**config.mk**
```make
export PLATFORM = sky130hd
export DESIGN_NAME = itc_ctrl
export DESIGN_NICKNAME = d
export VERILOG_FILES = /design/src/itc_pkg.sv /design/src/itc_ctrl.sv
export SDC_FILE = /design/constraint.sdc
export NUM_CORES = 2
export LEC_CHECK = 0
export CAP_MARGIN = 20
export CORE_ASPECT_RATIO = 1.1
export CORE_MARGIN = 10
export CORE_UTILIZATION = 55
export CTS_CLUSTER_DIAMETER = 60
export DETAILED_ROUTE_END_ITERATION = 10
export DONT_BUFFER_PORTS = 1
export PLACE_DENSITY_LB_ADDON = 0.25
export SLEW_MARGIN = 20
export SYNTH_ARGS = -nofsm -noshare
export SYNTH_HDL_FRONTEND = slang
export SYNTH_SLANG_ARGS = --single-unit
```
**constraint.sdc**
```tcl
create_clock -name SYS_CLK_I -period 8.5 [get_ports SYS_CLK_I]
set_input_delay 2.125 -clock SYS_CLK_I [delete_from_list [all_inputs] [get_ports SYS_CLK_I]]
set_output_delay 2.125 -clock SYS_CLK_I [all_outputs]
set_load 0.05 [all_outputs]
```
**src/itc_pkg.sv**
```systemverilog
package itc_pkg;

  // ---------------------------------------------------------------
  // Sources and descriptor field positions
  // ---------------------------------------------------------------
  localparam int NSRC  = 8;
  localparam int MD_HI = 7;
  localparam int MD_LO = 6;
  localparam int SZ_HI = 5;
  localparam int SZ_LO = 4;
  localparam int SM_HI = 3;
  localparam int SM_LO = 2;
  localparam int CHAIN_EN_BIT   = 7;
  localparam int CHAIN_COND_BIT = 6;
  localparam int IRQ_EACH_BIT   = 5;
  localparam int AREA_SIDE_BIT  = 4;
  localparam int DM_HI = 3;
  localparam int DM_LO = 2;

  // ---------------------------------------------------------------
  // Encodings and layout constants
  // ---------------------------------------------------------------
  localparam logic [1:0]  MODE_NORMAL = 2'h0;
  localparam logic [1:0]  MODE_REPEAT = 2'h1;
  localparam logic [1:0]  MODE_BLOCK  = 2'h2;
  localparam logic [1:0]  SZ_BYTE     = 2'h0;
  localparam logic [1:0]  SZ_WORD     = 2'h1;
  localparam logic [1:0]  SZ_LONG     = 2'h2;
  localparam logic [1:0]  LAST_WI_SHORT = 2'h2;
  localparam logic [1:0]  LAST_WI_FULL  = 2'h3;
  localparam logic [31:0] DESC_BYTES_SHORT = 32'h0000_000c;
  localparam logic [31:0] DESC_BYTES_FULL  = 32'h0000_0010;
  localparam logic [31:0] SHORT_MASK = 32'h00ff_ffff;
  localparam logic [31:0] FULL_MASK  = 32'hffff_ffff;
  localparam logic [31:0] ALIGN_MASK = 32'hffff_fffc;

  typedef enum logic [9:0] {
    S_IDLE  = 10'h001,
    S_VEC   = 10'h002,
    S_DRD   = 10'h004,
    S_SETUP = 10'h008,
    S_RD    = 10'h010,
    S_WSET  = 10'h020,
    S_WR    = 10'h040,
    S_UPD   = 10'h080,
    S_WB    = 10'h100,
    S_DONE  = 10'h200
  } itc_state_t;

  typedef struct packed {
    logic        req;
    logic        we;
    logic [1:0]  size;
    logic [31:0] addr;
    logic [31:0] wdata;
  } itc_mem_t;

  typedef struct packed {
    logic [7:0]  transfer_mode_word_a;
    logic [7:0]  transfer_mode_word_b;
    logic [31:0] source_address_word;
    logic [31:0] destination_address_word;
    logic [15:0] count_word_a;
    logic [15:0] count_word_b;
  } itc_desc_t;

  typedef struct packed {
    itc_state_t  st;
    logic [2:0]  vec;
    logic [2:0]  last_vec;
    logic        skip_ok;
    logic        chained;
    logic [31:0] base;
    logic [31:0] desc_addr;
    logic [1:0]  wi;
    itc_desc_t   d;
    logic [31:0] cur;
    logic [2:0]  bl;
    logic [31:0] acc;
    logic        zero;
    logic        endf;
    itc_mem_t    mem;
    logic        irq;
    logic [2:0]  irq_src;
    logic [7:0]  clr;
    logic        busy;
  } itc_ctx_t;

  localparam itc_ctx_t CTX_RST = '{st: S_IDLE, default: '0};
  localparam logic [1:0] FIFO_CNT_RST = 2'h0;

endpackage

```
**src/itc_ctrl.sv**
```systemverilog
// How it works
// - An enabled activation request starts a transfer.
// - Read vector, fetch descriptor, move data, write descriptor back.
// - Mode, address and count words exist only in memory descriptors.
// - Chaining runs further descriptors for one activation.
// - Chaining may be made conditional on the counter reaching zero.
// - Mode field: 00 normal, 01 repeat, 10 block, 11 prohibited.
// - Short mode: 3-longword descriptors, 24-bit addresses.
// - Full mode: 4-longword descriptors, 32-bit addresses.
// - Size field: 00 byte, 01 word, 10 longword, 11 prohibited.
// - Word or longword at an odd address is split into smaller cycles.
// - Longword at address 4n+2 is split into two word cycles.
// - Source mode: 0x fixed, 10 increment, 11 decrement by unit size.
// - Writeback of a fixed address word is skipped.
// - Optional skip of descriptor reading on activation.
// - Processor interrupt after each transfer or after the whole count.
// - Descriptor accesses are single 32-bit cycles.
// - Chain select: 0 always, 1 only at zero; chained step clears nothing.
// - Interrupt select 1 interrupts every transfer, 0 only at count end.
// - Area select 0 makes destination the repeat area, 1 the source.
// - Destination steps like the source using its own mode field.
module itc_ctrl (
  input  wire logic             SYS_CLK_I,
  input  wire logic             RESETN_I,
  input  wire logic [7:0]       ACT_REQ_I,
  input  wire logic [7:0]       ACT_EN_I,
  input  wire logic [31:0]      VBR_I,
  input  wire logic             FULL_ADDR_I,
  input  wire logic             READ_SKIP_I,
  input  wire logic             MEM_ACK_I,
  input  wire logic [31:0]      MEM_RDATA_I,
  output itc_pkg::itc_mem_t     MEM_O,
  output logic                  CPU_IRQ_O,
  output logic [2:0]            IRQ_SRC_O,
  output logic [7:0]            ACT_CLR_O,
  output logic                  BUSY_O
);
  import itc_pkg::*;

  // ---------------------------------------------------------------
  // State and decode
  // ---------------------------------------------------------------
  itc_ctx_t    c_q;
  itc_ctx_t    c_d;
  logic [31:0] fb_q [2];
  logic        wp_q;
  logic        rp_q;
  logic [1:0]  fcnt_q;

  function automatic logic [2:0] pick_lowest(input logic [7:0] v);
    logic [2:0] r;
    r = 3'h0;
    for (int i = NSRC - 1; i >= 0; i--) begin
      if (v[i]) begin
        r = 3'(i);
      end
    end
    return r;
  endfunction

  // The source being cleared or interrupted is masked for the cycle its pulse stands,
  // because the requester can only drop its level one edge later.
  wire [7:0]  held    = c_q.clr | (c_q.irq ? (8'h01 << c_q.irq_src) : 8'h00);
  wire [7:0]  hits    = ACT_REQ_I & ACT_EN_I & ~held;
  wire [2:0]  pick    = pick_lowest(hits);
  wire        ack     = MEM_ACK_I && c_q.mem.req;
  wire [1:0]  md_raw  = c_q.d.transfer_mode_word_a[MD_HI:MD_LO];
  // Prohibited codes fall back to normal mode and byte size.
  wire [1:0]  md      = (md_raw == 2'h3) ? MODE_NORMAL : md_raw;
  wire [1:0]  sz_raw  = c_q.d.transfer_mode_word_a[SZ_HI:SZ_LO];
  wire [1:0]  sz      = (sz_raw == 2'h3) ? SZ_BYTE : sz_raw;
  wire [1:0]  sm      = c_q.d.transfer_mode_word_a[SM_HI:SM_LO];
  wire [1:0]  dm      = c_q.d.transfer_mode_word_b[DM_HI:DM_LO];
  wire        chain_en   = c_q.d.transfer_mode_word_b[CHAIN_EN_BIT];
  wire        chain_cond = c_q.d.transfer_mode_word_b[CHAIN_COND_BIT];
  wire        irq_each   = c_q.d.transfer_mode_word_b[IRQ_EACH_BIT];
  wire        area_src   = c_q.d.transfer_mode_word_b[AREA_SIDE_BIT];
  wire [31:0] step    = {29'h0, sz == SZ_LONG, sz == SZ_WORD, sz == SZ_BYTE};
  wire [2:0]  nb      = step[2:0];
  wire [31:0] amask   = FULL_ADDR_I ? FULL_MASK : SHORT_MASK;
  wire [1:0]  last_wi = FULL_ADDR_I ? LAST_WI_FULL : LAST_WI_SHORT;
  wire [31:0] dbytes  = FULL_ADDR_I ? DESC_BYTES_FULL : DESC_BYTES_SHORT;

  // ---------------------------------------------------------------
  // Bus cycle splitting
  // ---------------------------------------------------------------
  // A unit is cut into the largest naturally aligned pieces, so an odd word
  // degrades to byte cycles, an odd longword to byte, word, byte, and 4n+2 to word cycles.
  wire        is_long = (c_q.bl == 3'h4) && (c_q.cur[1:0] == 2'h0);
  wire        is_word = !is_long && (c_q.bl >= 3'h2) && !c_q.cur[0];
  wire [2:0]  pb      = is_long ? 3'h4 : (is_word ? 3'h2 : 3'h1);
  wire [1:0]  psz     = is_long ? SZ_LONG : (is_word ? SZ_WORD : SZ_BYTE);
  wire [31:0] rmask   = is_long ? 32'hffff_ffff : (is_word ? 32'h0000_ffff : 32'h0000_00ff);
  wire        last_pc = (pb == c_q.bl);
  wire [31:0] rd_acc  = (c_q.acc << {pb, 3'b000}) | (MEM_RDATA_I & rmask);
  wire [2:0]  wsh     = c_q.bl - pb;
  wire [31:0] head    = fb_q[rp_q];
  wire [31:0] wr_data = (head >> {wsh, 3'b000}) & rmask;
  wire [31:0] cur_nx  = (c_q.cur + {29'h0, pb}) & amask;

  // ---------------------------------------------------------------
  // Two-entry data buffer
  // ---------------------------------------------------------------
  // The read side stalls in S_SETUP while the buffer is full, so a write
  // side that waits for its acknowledge never drops a word.
  wire fifo_rdy = (fcnt_q != 2'h2);
  wire fifo_vld = (fcnt_q != 2'h0);
  wire push     = (c_q.st == S_RD) && ack && last_pc;
  wire pop      = (c_q.st == S_WR) && ack && last_pc;

  for (genvar g = 0; g < 2; g++) begin : g_fb
    always_ff @(posedge SYS_CLK_I or negedge RESETN_I) begin
      if (!RESETN_I) begin
        fb_q[g] <= '0;
      end else if (push && (wp_q == 1'(g))) begin
        fb_q[g] <= rd_acc;
      end
    end
  end

  always_ff @(posedge SYS_CLK_I or negedge RESETN_I) begin
    if (!RESETN_I) begin
      wp_q   <= 1'b0;
      rp_q   <= 1'b0;
      fcnt_q <= FIFO_CNT_RST;
    end else begin
      wp_q   <= wp_q ^ push;
      rp_q   <= rp_q ^ pop;
      fcnt_q <= fcnt_q + {1'b0, push} - {1'b0, pop};
    end
  end

  // ---------------------------------------------------------------
  // Address and count update
  // ---------------------------------------------------------------
  wire [7:0]  hi      = c_q.d.count_word_a[15:8];
  wire [7:0]  lo_n    = c_q.d.count_word_a[7:0] - 8'h01;
  wire [15:0] cra_m1  = c_q.d.count_word_a - 16'h0001;
  wire [15:0] crb_m1  = c_q.d.count_word_b - 16'h0001;
  wire        wrap    = (md != MODE_NORMAL) && (lo_n == 8'h00);
  wire [31:0] delta   = {24'h0, hi} * {29'h0, nb};
  wire [31:0] sar_stp = sm[1] ? (sm[0] ? c_q.d.source_address_word - step : c_q.d.source_address_word + step) : c_q.d.source_address_word;
  wire [31:0] dar_stp = dm[1] ? (dm[0] ? c_q.d.destination_address_word - step : c_q.d.destination_address_word + step) : c_q.d.destination_address_word;
  wire [31:0] sar_rev = sm[0] ? sar_stp + delta : sar_stp - delta;
  wire [31:0] dar_rev = dm[0] ? dar_stp + delta : dar_stp - delta;
  // The repeat or block area returns to its start when the inner count wraps.
  wire [31:0] sar_n   = ((wrap && area_src && sm[1]) ? sar_rev : sar_stp) & amask;
  wire [31:0] dar_n   = ((wrap && !area_src && dm[1]) ? dar_rev : dar_stp) & amask;
  wire [15:0] cra_n   = (md == MODE_NORMAL) ? cra_m1 : (wrap ? {hi, hi} : {hi, lo_n});
  wire [15:0] crb_n   = ((md == MODE_BLOCK) && wrap) ? crb_m1 : c_q.d.count_word_b;
  wire        endf_n  = (md == MODE_NORMAL) ? (cra_m1 == 16'h0000) :
                        ((md == MODE_BLOCK) && wrap && (crb_m1 == 16'h0000));
  wire        zero_n  = (md == MODE_REPEAT) ? wrap : endf_n;
  wire        blk_more = (md == MODE_BLOCK) && !wrap;
  wire        chain_go = chain_en && (!chain_cond || c_q.zero);

  // ---------------------------------------------------------------
  // Descriptor writeback
  // ---------------------------------------------------------------
  // Mode words never change, so in full mode their word is not rewritten.
  wire        wb_need = FULL_ADDR_I ?
                        ((c_q.wi == 2'h1) ? sm[1] : (c_q.wi == 2'h2) ? dm[1] : (c_q.wi == 2'h3)) :
                        ((c_q.wi == 2'h0) ? sm[1] : (c_q.wi == 2'h1) ? dm[1] : 1'b1);
  wire [31:0] wb_word = FULL_ADDR_I ?
                        ((c_q.wi == 2'h1) ? c_q.d.source_address_word : (c_q.wi == 2'h2) ? c_q.d.destination_address_word :
                         {c_q.d.count_word_a, c_q.d.count_word_b}) :
                        ((c_q.wi == 2'h0) ? {c_q.d.transfer_mode_word_a, c_q.d.source_address_word[23:0]} :
                         (c_q.wi == 2'h1) ? {c_q.d.transfer_mode_word_b, c_q.d.destination_address_word[23:0]} : {c_q.d.count_word_a, c_q.d.count_word_b});
  wire        wb_adv  = !wb_need || ack;
  wire [31:0] vec_adr = VBR_I + {27'h0, c_q.vec, 2'b00};
  wire [31:0] dsc_adr = c_q.desc_addr + {28'h0, c_q.wi, 2'b00};

  // ---------------------------------------------------------------
  // Sequencer
  // ---------------------------------------------------------------
  always_comb begin
    c_d     = c_q;
    c_d.irq = 1'b0;
    c_d.clr = '0;
    if (ack) begin
      c_d.mem.req = 1'b0;
    end
    case (c_q.st)
      S_IDLE: begin
        c_d.busy = 1'b0;
        if (|hits) begin
          c_d.vec     = pick;
          c_d.busy    = 1'b1;
          c_d.chained = 1'b0;
          c_d.wi      = 2'h0;
          if (READ_SKIP_I && c_q.skip_ok && (pick == c_q.last_vec)) begin
            c_d.desc_addr = c_q.base;
            c_d.st        = S_SETUP;
          end else begin
            c_d.st = S_VEC;
          end
        end
      end
      S_VEC: begin
        if (!c_q.mem.req) begin
          c_d.mem = '{req: 1'b1, we: 1'b0, size: SZ_LONG, addr: vec_adr, wdata: '0};
        end
        if (ack) begin
          c_d.desc_addr = MEM_RDATA_I & amask & ALIGN_MASK;
          c_d.base      = MEM_RDATA_I & amask & ALIGN_MASK;
          c_d.st        = S_DRD;
        end
      end
      S_DRD: begin
        if (!c_q.mem.req) begin
          c_d.mem = '{req: 1'b1, we: 1'b0, size: SZ_LONG, addr: dsc_adr, wdata: '0};
        end
        if (ack) begin
          // Reserved mode bits are stored but never decoded.
          if (FULL_ADDR_I) begin
            case (c_q.wi)
              2'h0: begin
                c_d.d.transfer_mode_word_a = MEM_RDATA_I[31:24];
                c_d.d.transfer_mode_word_b = MEM_RDATA_I[23:16];
              end
              2'h1: c_d.d.source_address_word = MEM_RDATA_I;
              2'h2: c_d.d.destination_address_word = MEM_RDATA_I;
              default: {c_d.d.count_word_a, c_d.d.count_word_b} = MEM_RDATA_I;
            endcase
          end else begin
            case (c_q.wi)
              2'h0: begin
                c_d.d.transfer_mode_word_a = MEM_RDATA_I[31:24];
                c_d.d.source_address_word = {8'h00, MEM_RDATA_I[23:0]};
              end
              2'h1: begin
                c_d.d.transfer_mode_word_b = MEM_RDATA_I[31:24];
                c_d.d.destination_address_word = {8'h00, MEM_RDATA_I[23:0]};
              end
              default: {c_d.d.count_word_a, c_d.d.count_word_b} = MEM_RDATA_I;
            endcase
          end
          c_d.wi = c_q.wi + 2'h1;
          if (c_q.wi == last_wi) begin
            c_d.wi = 2'h0;
            c_d.st = S_SETUP;
          end
        end
      end
      S_SETUP: begin
        if (fifo_rdy) begin
          c_d.bl  = nb;
          c_d.cur = c_q.d.source_address_word & amask;
          c_d.acc = '0;
          c_d.st  = S_RD;
        end
      end
      S_RD: begin
        if (!c_q.mem.req) begin
          c_d.mem = '{req: 1'b1, we: 1'b0, size: psz, addr: c_q.cur, wdata: '0};
        end
        if (ack) begin
          c_d.acc = rd_acc;
          c_d.cur = cur_nx;
          c_d.bl  = c_q.bl - pb;
          if (last_pc) begin
            c_d.st = S_WSET;
          end
        end
      end
      S_WSET: begin
        c_d.bl  = nb;
        c_d.cur = c_q.d.destination_address_word & amask;
        c_d.st  = S_WR;
      end
      S_WR: begin
        if (!c_q.mem.req && fifo_vld) begin
          c_d.mem = '{req: 1'b1, we: 1'b1, size: psz, addr: c_q.cur, wdata: wr_data};
        end
        if (ack) begin
          c_d.cur = cur_nx;
          c_d.bl  = c_q.bl - pb;
          if (last_pc) begin
            c_d.st = S_UPD;
          end
        end
      end
      S_UPD: begin
        c_d.d.source_address_word = sar_n;
        c_d.d.destination_address_word = dar_n;
        c_d.d.count_word_a = cra_n;
        c_d.d.count_word_b = crb_n;
        c_d.zero  = zero_n;
        c_d.endf  = endf_n;
        c_d.wi    = 2'h0;
        c_d.st    = blk_more ? S_SETUP : S_WB;
      end
      S_WB: begin
        if (wb_need && !c_q.mem.req) begin
          c_d.mem = '{req: 1'b1, we: 1'b1, size: SZ_LONG, addr: dsc_adr, wdata: wb_word};
        end
        if (wb_adv) begin
          c_d.wi = c_q.wi + 2'h1;
          if (c_q.wi == last_wi) begin
            c_d.st = S_DONE;
          end
        end
      end
      S_DONE: begin
        if (chain_go) begin
          c_d.desc_addr = c_q.desc_addr + dbytes;
          c_d.chained   = 1'b1;
          c_d.wi        = 2'h0;
          c_d.st        = S_DRD;
        end else begin
          if (irq_each || c_q.endf) begin
            c_d.irq     = 1'b1;
            c_d.irq_src = c_q.vec;
          end else begin
            c_d.clr = 8'h01 << c_q.vec;
          end
          // A chained run leaves the held descriptor unlike the first one.
          c_d.skip_ok  = !c_q.chained;
          c_d.last_vec = c_q.vec;
          c_d.st       = S_IDLE;
        end
      end
      default: c_d = CTX_RST;
    endcase
  end

  always_ff @(posedge SYS_CLK_I or negedge RESETN_I) begin
    if (!RESETN_I) begin
      c_q <= CTX_RST;
    end else begin
      c_q <= c_d;
    end
  end

  assign MEM_O     = c_q.mem;
  assign CPU_IRQ_O = c_q.irq;
  assign IRQ_SRC_O = c_q.irq_src;
  assign ACT_CLR_O = c_q.clr;
  assign BUSY_O    = c_q.busy;
endmodule

```
; ---- Word-level counts from Yosys, hierarchy flattened
; Index checks and enable logic that the tools add are counted.
[totals]
reg_bits = 414
latchBits = 0
ram_bits = 0
romBits = 0
wordCells = 326
mem_count = 0
[classes]
addsub = 19
n_mul = 1
n_div = 0
n_lt_le_gt_ge = 2
eq_ne = 54
n_shift = 4
muxes = 108
bitwise = 28
reduce_logical = 76
[ops]
columns = cell, count
row1 = 32-bit 2-to-1 mux, 25
row2 = 68-bit one-hot mux with 6 select lines, 1
row3 = 68-bit 2-to-1 mux, 5
row4 = 96-bit one-hot mux with 3 select lines, 1
row5 = 32-bit bitwise AND, 8
row6 = 35-bit one-hot mux with 5 select lines, 1
row7 = 67-bit 2-to-1 mux, 2
row8 = 32-bit one-hot mux with 4 select lines, 1
row9 = 114-bit 2-to-1 mux, 1
row10 = 112-bit 2-to-1 mux, 1
row11 = 10-bit 2-to-1 mux, 10
row12 = 10-bit one-hot mux with 10 select lines, 1
row13 = 32-bit by 3-bit adder with 32-bit output, 3
row14 = 32-bit one-hot mux with 3 select lines, 1
row15 = 34-bit 2-to-1 mux, 2
row16 = 32-bit by 11-bit adder with 32-bit output, 2
row17 = 32-bit by 5-bit adder with 32-bit output, 2
row18 = 16-bit 2-to-1 mux, 4
row19 = 64-bit 2-to-1 mux, 1
row20 = 32-bit one-hot mux with 2 select lines, 1
row21 = 32-bit by 11-bit subtractor with 32-bit output, 2
row22 = 32-bit by 3-bit subtractor with 32-bit output, 2
row23 = 2-bit != test (second input constant), 23
row24 = 9-bit OR reduction, 5
row25 = 74 further kinds, 187

; ---- Depth between registers and ports, before layout
[depth]
ltp_word = 18
mapped_depth = 31
ltp_nobuf = 29

; ---- Least setup slack after synthesis
; Ideal clock, no wire load.
[synth_path]
path_kind = register -> register
startpoint = register c_q[258] (netlist name)
endpoint = register c_q[213] (netlist name)
setup_time_ps = 69
arrival_ps = 6543
t_required_ps = 8431
path_slack_ps = 1888
path_stages_with_launch = 30
cell_sequence = dfrtp_1 -> inv_1 -> ha_1 -> clkbuf_1 -> and2_1 -> fa_1 -> ha_1 -> fa_1 -> a21o_1 -> a21oi_1 -> o21bai_1 -> a21oi_1 -> o21bai_1 -> a21oi_1 -> clkbuf_1 -> ha_1 -> nor2_1 -> a21oi_1 -> ha_1 -> o21a_1 -> o21a_1 -> o21ai_0 -> a2111oi_4 -> o211ai_2 -> a211oi_1 -> o311a_1 -> o21a_1 -> o31a_1 -> or4_1 -> nand3_1
[synth_between]
elab_chain_len = 11
[synth_rtl]
columns = element, line
row1 = start: declaration, itc_ctrl.sv:43  ; itc_ctx_t c_q;
row2 = start signal: assignment, itc_ctrl.sv:329  ; c_q <= CTX_RST;
row3 = start signal: assignment, itc_ctrl.sv:331  ; c_q <= c_d;
row4 = 2-bit == test, itc_ctrl.sv:71  ; wire [1:0] sz = (sz_raw == 2'h3) ? SZ_BYTE : sz_raw;
row5 = 2-bit 2-to-1 mux (*), itc_ctrl.sv:71
row6 = "parallel branches: the longest is 6 deep, another holds 32-bit by 11-bit subtractor with 32-bit output", n/a
row7 = 32-bit 2-to-1 mux (*), itc_ctrl.sv:148  ; wire [31:0] dar_n = ((wrap && !area_src && dm[1]) ? dar_rev : dar_stp) & amask;
row8 = 32-bit bitwise AND (*), itc_ctrl.sv:148
row9 = 96-bit one-hot mux with 3 select lines (*), itc_ctrl.sv:183  ; case (c_q.st)
; Mark *: on every way between the ends.
; A chain may end at the register's enable or synchronous reset.

; ---- Worst setup path after layout
[layout_path]
startpoint = register c_q[258] (netlist name)
endpoint = register c_q[237] (netlist name)
[layout_between]
elab_chain_len = 11
[layout_rtl]
columns = element, line
row1 = 2-bit == test, itc_ctrl.sv:71
row2 = 2-bit 2-to-1 mux (*), itc_ctrl.sv:71
row3 = "parallel branches: the longest is 6 deep, another holds 32-bit by 11-bit subtractor with 32-bit output", n/a
row4 = 32-bit 2-to-1 mux (*), itc_ctrl.sv:147  ; wire [31:0] sar_n = ((wrap && area_src && sm[1]) ? sar_rev : sar_stp) & amask;
row5 = 32-bit bitwise AND (*), itc_ctrl.sv:147
row6 = 96-bit one-hot mux with 3 select lines (*), itc_ctrl.sv:183
; Marked as above.

==> impl_metrics.csv <==
group,metric,value,unit
detailed_routing,final_antenna_net_count,0,
cells_and_area,layout-drive-gt1-share,0.0753,
cells_and_area,fin_nets,4005,
synthesis,yosys-mux-area-fraction,0.0756,
clock_tree,clk_path_buf_depth,3,
global_route,gr-usage-met2,0.520,
timing,fin_crit_sh,0.849,
worst_setup_path,max_stage_delay,0.57,ns
worst_setup_path,r2r_cells,26,
place,place_congestion,1.07,
worst_hold_path,hp-start,"c_q[312]$_DFFE_PN0P_",
worst_setup_path,r2r_end,"c_q[237]$_DFFE_PN0P_",
synthesis,synthXorXnorAreaFrac,0.0544,
synthesis,synth_most_common_cell,"nand2_1",
detailed_routing,drt-initial-drc-count,4233,
synthesis,synth_warnings,0,
synthesis,synth_top_cell_area_share,0.307,
global_route,grt_pass1_vias,28919,
global_route,met3_usage,0.0881,
power,irDropWorstVdd,0.208,mV
timing,drv_slew,0,
timing,fin_skew,0.0197,ns
clock_tree,cts-htree-levels,2,
floorplanning,fp.dieW,252,um
worst_setup_path,crit_type,"reg -> reg",
synthesis,synth_fp_nets,4220,
timing,slew_headroom,0.0587,
floorplanning,fp.coreArea,0.0588,sq mm
global_route,antenna_found_initial,5,
clock_tree,cts.clk_slew.worst_paths,0.06,ns
detailed_routing,firstDrtPassIters,9,
clock_tree,tritoncts,"done",
power,p_leak,15.3,nW
floorplanning,start_util,0.556,
floorplanning,std_cell_rows,93,
place,portBuffers,0,
timing,setup_violations,0,
synthesis,synth_top_family_by_area,"compound AO/OA/AOI/OAI gates",
synthesis,ys_types,100,
timing,hold_viol_final,0,
timing,fin_tns_setup,0,ns
worst_hold_path,min_to,"c_q[312]$_DFFE_PN0P_",
worst_setup_path,arrival,7.69,ns
synthesis,synthSimpleGateAreaFrac,0.179,
detailed_routing,vias_per_cell,6.86,
worst_setup_path,worst_ep_required_time,8.97,ns
global_route,met1_usage,0.444,
synthesis,seq_area_frac_synth,0.308,
synthesis,synth-edff-count,0,
detailed_routing,wirelength,124000,um
global_route,gr-max-usage-layer,"met2",
synthesis,yosys-top-cells-area,"dfrtp_1 31%, ha_1 6.4%, nand2_1 5.6%, o21ai_0 5.5%, nor2_1 4.4%",
synthesis,synth.avg_cell_area,8.27,sq um
cells_and_area,area_growth,4.81,%
synthesis,synth_fa_ha_area_frac,0.0731,
synthesis,synthArstFlopShare,1.00,
synthesis,synth_compound_area_frac,0.252,
timing,worst_pin_slew,1.40,ns
flow_run,max_cap_viol_count,0,
synthesis,synth_area_leader_cell,"dfrtp_1",
worst_setup_path,r2r-start,"c_q[258]$_DFFE_PN0P_",
timing,post-route-min-period,7.22,ns
place,hpwl,89800,um
place,pre_cts_slack,1.43,ns
floorplanning,io_pins,166,
clock_tree,postCtsResizedCells,0,
clock_tree,cts_buffers,48,
global_route,grt_max_degree,403,
timing,rsz0062_at_grt,"false",
worst_setup_path,r2r_slack,1.28,ns
worst_setup_path,cpMaxStageDelayCell,"fa_1",
synthesis,synth_ff_type,"dfrtp_1",
clock_tree,cts_setup_buffers,0,
timing,setup_slack,1.28,ns
worst_setup_path,crit_family,"compound AO/OA/AOI/OAI gates",
clock_tree,clock_latency,0.62,ns
clock_tree,cts_num_sinks,402,
floorplanning,dieHeight,276,um
global_route,overflow,0,
clock_tree,clk_root_buffer_cell,"clkbuf_16",
worst_setup_path,critPathBufInv,1,
worst_hold_path,hold_path_class,"reg -> reg",
clock_tree,ctsHoldBuffers,0,
synthesis,syn_inst,3953,
floorplanning,die_area,0.0696,sq mm
run_status,outcome,"complete, no violations",
power,powerDensity,317,mW/mm^2
worst_hold_path,hold_depth,2,
global_route,groute.usage.overall,0.347,
synthesis,synthTopCellsByCount,"491 x nand2_1, 401 x dfrtp_1, 385 x nor2_1, 359 x o21ai_0, 271 x a21oi_1",
detailed_routing,wl_per_cell,27.4,um
worst_setup_path,cp_max_fo,11,
timing,fmax,139,MHz
synthesis,synth_area,0.0327,sq mm
worst_setup_path,cp-start-kind,"register",
worst_setup_path,crit_path_end_kind,"register",
global_route,grt_pass1_wl,184000,um
synthesis,ys_seq_elements,402,
detailed_routing,num_vias,31113,
detailed_routing,drc_errors,0,
[worst min-delay path: stages (launching register included)]
cell,delay [ns]
dfrtp_1,0.34
nand2_1,0.05
o21ai_0,0.06
[metrics by stage]
stage / hold slack (ns) / power (mW) / util / instance area, sq um / instances
2_1_floorplan: 0.438 / 7.01 / - / 32700 / 3953
3_3_place_gp: 0.448 / 8.39 / 0.554 / 32600 / 4447
3_5_place_dp: 0.470 / 8.44 / 0.554 / 32600 / 4447
4_1_cts: 0.484 / 10.6 / 0.582 / 34200 / 4533
5_1_grt: 0.507 / 11.4 / 0.583 / 34300 / 4534
6_report: 0.484 / 10.9 / 0.583 / 34300 / 4535
[cells by family after synthesis]
| family | count (synthesis) |
|---|---|
| buffers and inverters | 414 |
| muxes | 215 |
| xor gates and xnor gates | 203 |
| and+or+nand+nor | 1276 |
| DFF | 402 |
| adders and majority gates | 182 |
| AOI/OAI and AO/OA | 1261 |
[worst max path at each step]
stage / slack [ns] / to / depth (start not counted) / start
6_report: 1.28 / c_q[237]$_DFFE_PN0P_ / 26 / c_q[258]$_DFFE_PN0P_
5_1_grt: 0.95 / c_q[237]$_DFFE_PN0P_ / 26 / c_q[258]$_DFFE_PN0P_
4_1_cts: 1.41 / c_q[213]$_DFFE_PN0P_ / 24 / c_q[258]$_DFFE_PN0P_
3_5_place_dp: 1.43 / c_q[213]$_DFFE_PN0P_ / 24 / c_q[258]$_DFFE_PN0P_
3_3_place_gp: 1.52 / c_q[213]$_DFFE_PN0P_ / 24 / c_q[258]$_DFFE_PN0P_
2_1_floorplan: 1.89 / c_q[213]$_DFFE_PN0P_ / 29 / c_q[258]$_DFFE_PN0P_
[sequential cells by signal, indices dropped and copies added (netlist names), 2 cells and up]
name and count:
fcnt_q 2, fb_q 64, ACT_CLR_O 8, MEM_O 68, c_q 252, IRQ_SRC_O 3
[power breakdown]
part	internal (mW)	switching (mW)
registers	2.19	0.773
logic	1.94	3.76
clock network	1.28	0.913
total	5.42	5.44
[layout by cell type, fill, tap and decap left out, drive strengths merged, types with 23 or more instances in the layout]
master and instances:
a21oi 271, a221oi 54, nand2b 27, nor2b 49, and3 43, inv 101, clkbuf 68, nand4 23
dfrtp 401, a31oi 65, a221o 35, xor2 85, nor2 387, xnor2 118, a22oi 26, a21o 102
and2 30, o21ai 373, ha 167, a222oi 34, o31ai 33, mux2 85, mux2i 113, buf 51
nand3 49, o21a 41, nor3 64, a211oi 26, o22ai 26, nand2 492
[layout make-up]
class | count | area [sq um]
fill | 5248 | 24500
multi-input combinational | 3137 | 20800
sequential | 402 | 10100
clock buffer | 68 | 1410
tap | 760 | 951
timing repair buffer | 51 | 403
inverter | 98 | 368
clock inverter | 18 | 234
antenna | 1 | 2.50
[routing by layer]
| layer | share of wire | wire, um | vias to the layer above |
|---|---|---|---|
| met5 | 0.00043 | 53 | - |
| met4 | 0.072 | 8990 | 8 |
| met3 | 0.12 | 15100 | 409 |
| met2 | 0.43 | 52900 | 1850 |
| met1 | 0.38 | 47000 | 14900 |
| li1 | - | - | 13946 |
(Power assumes the default switching activity.)
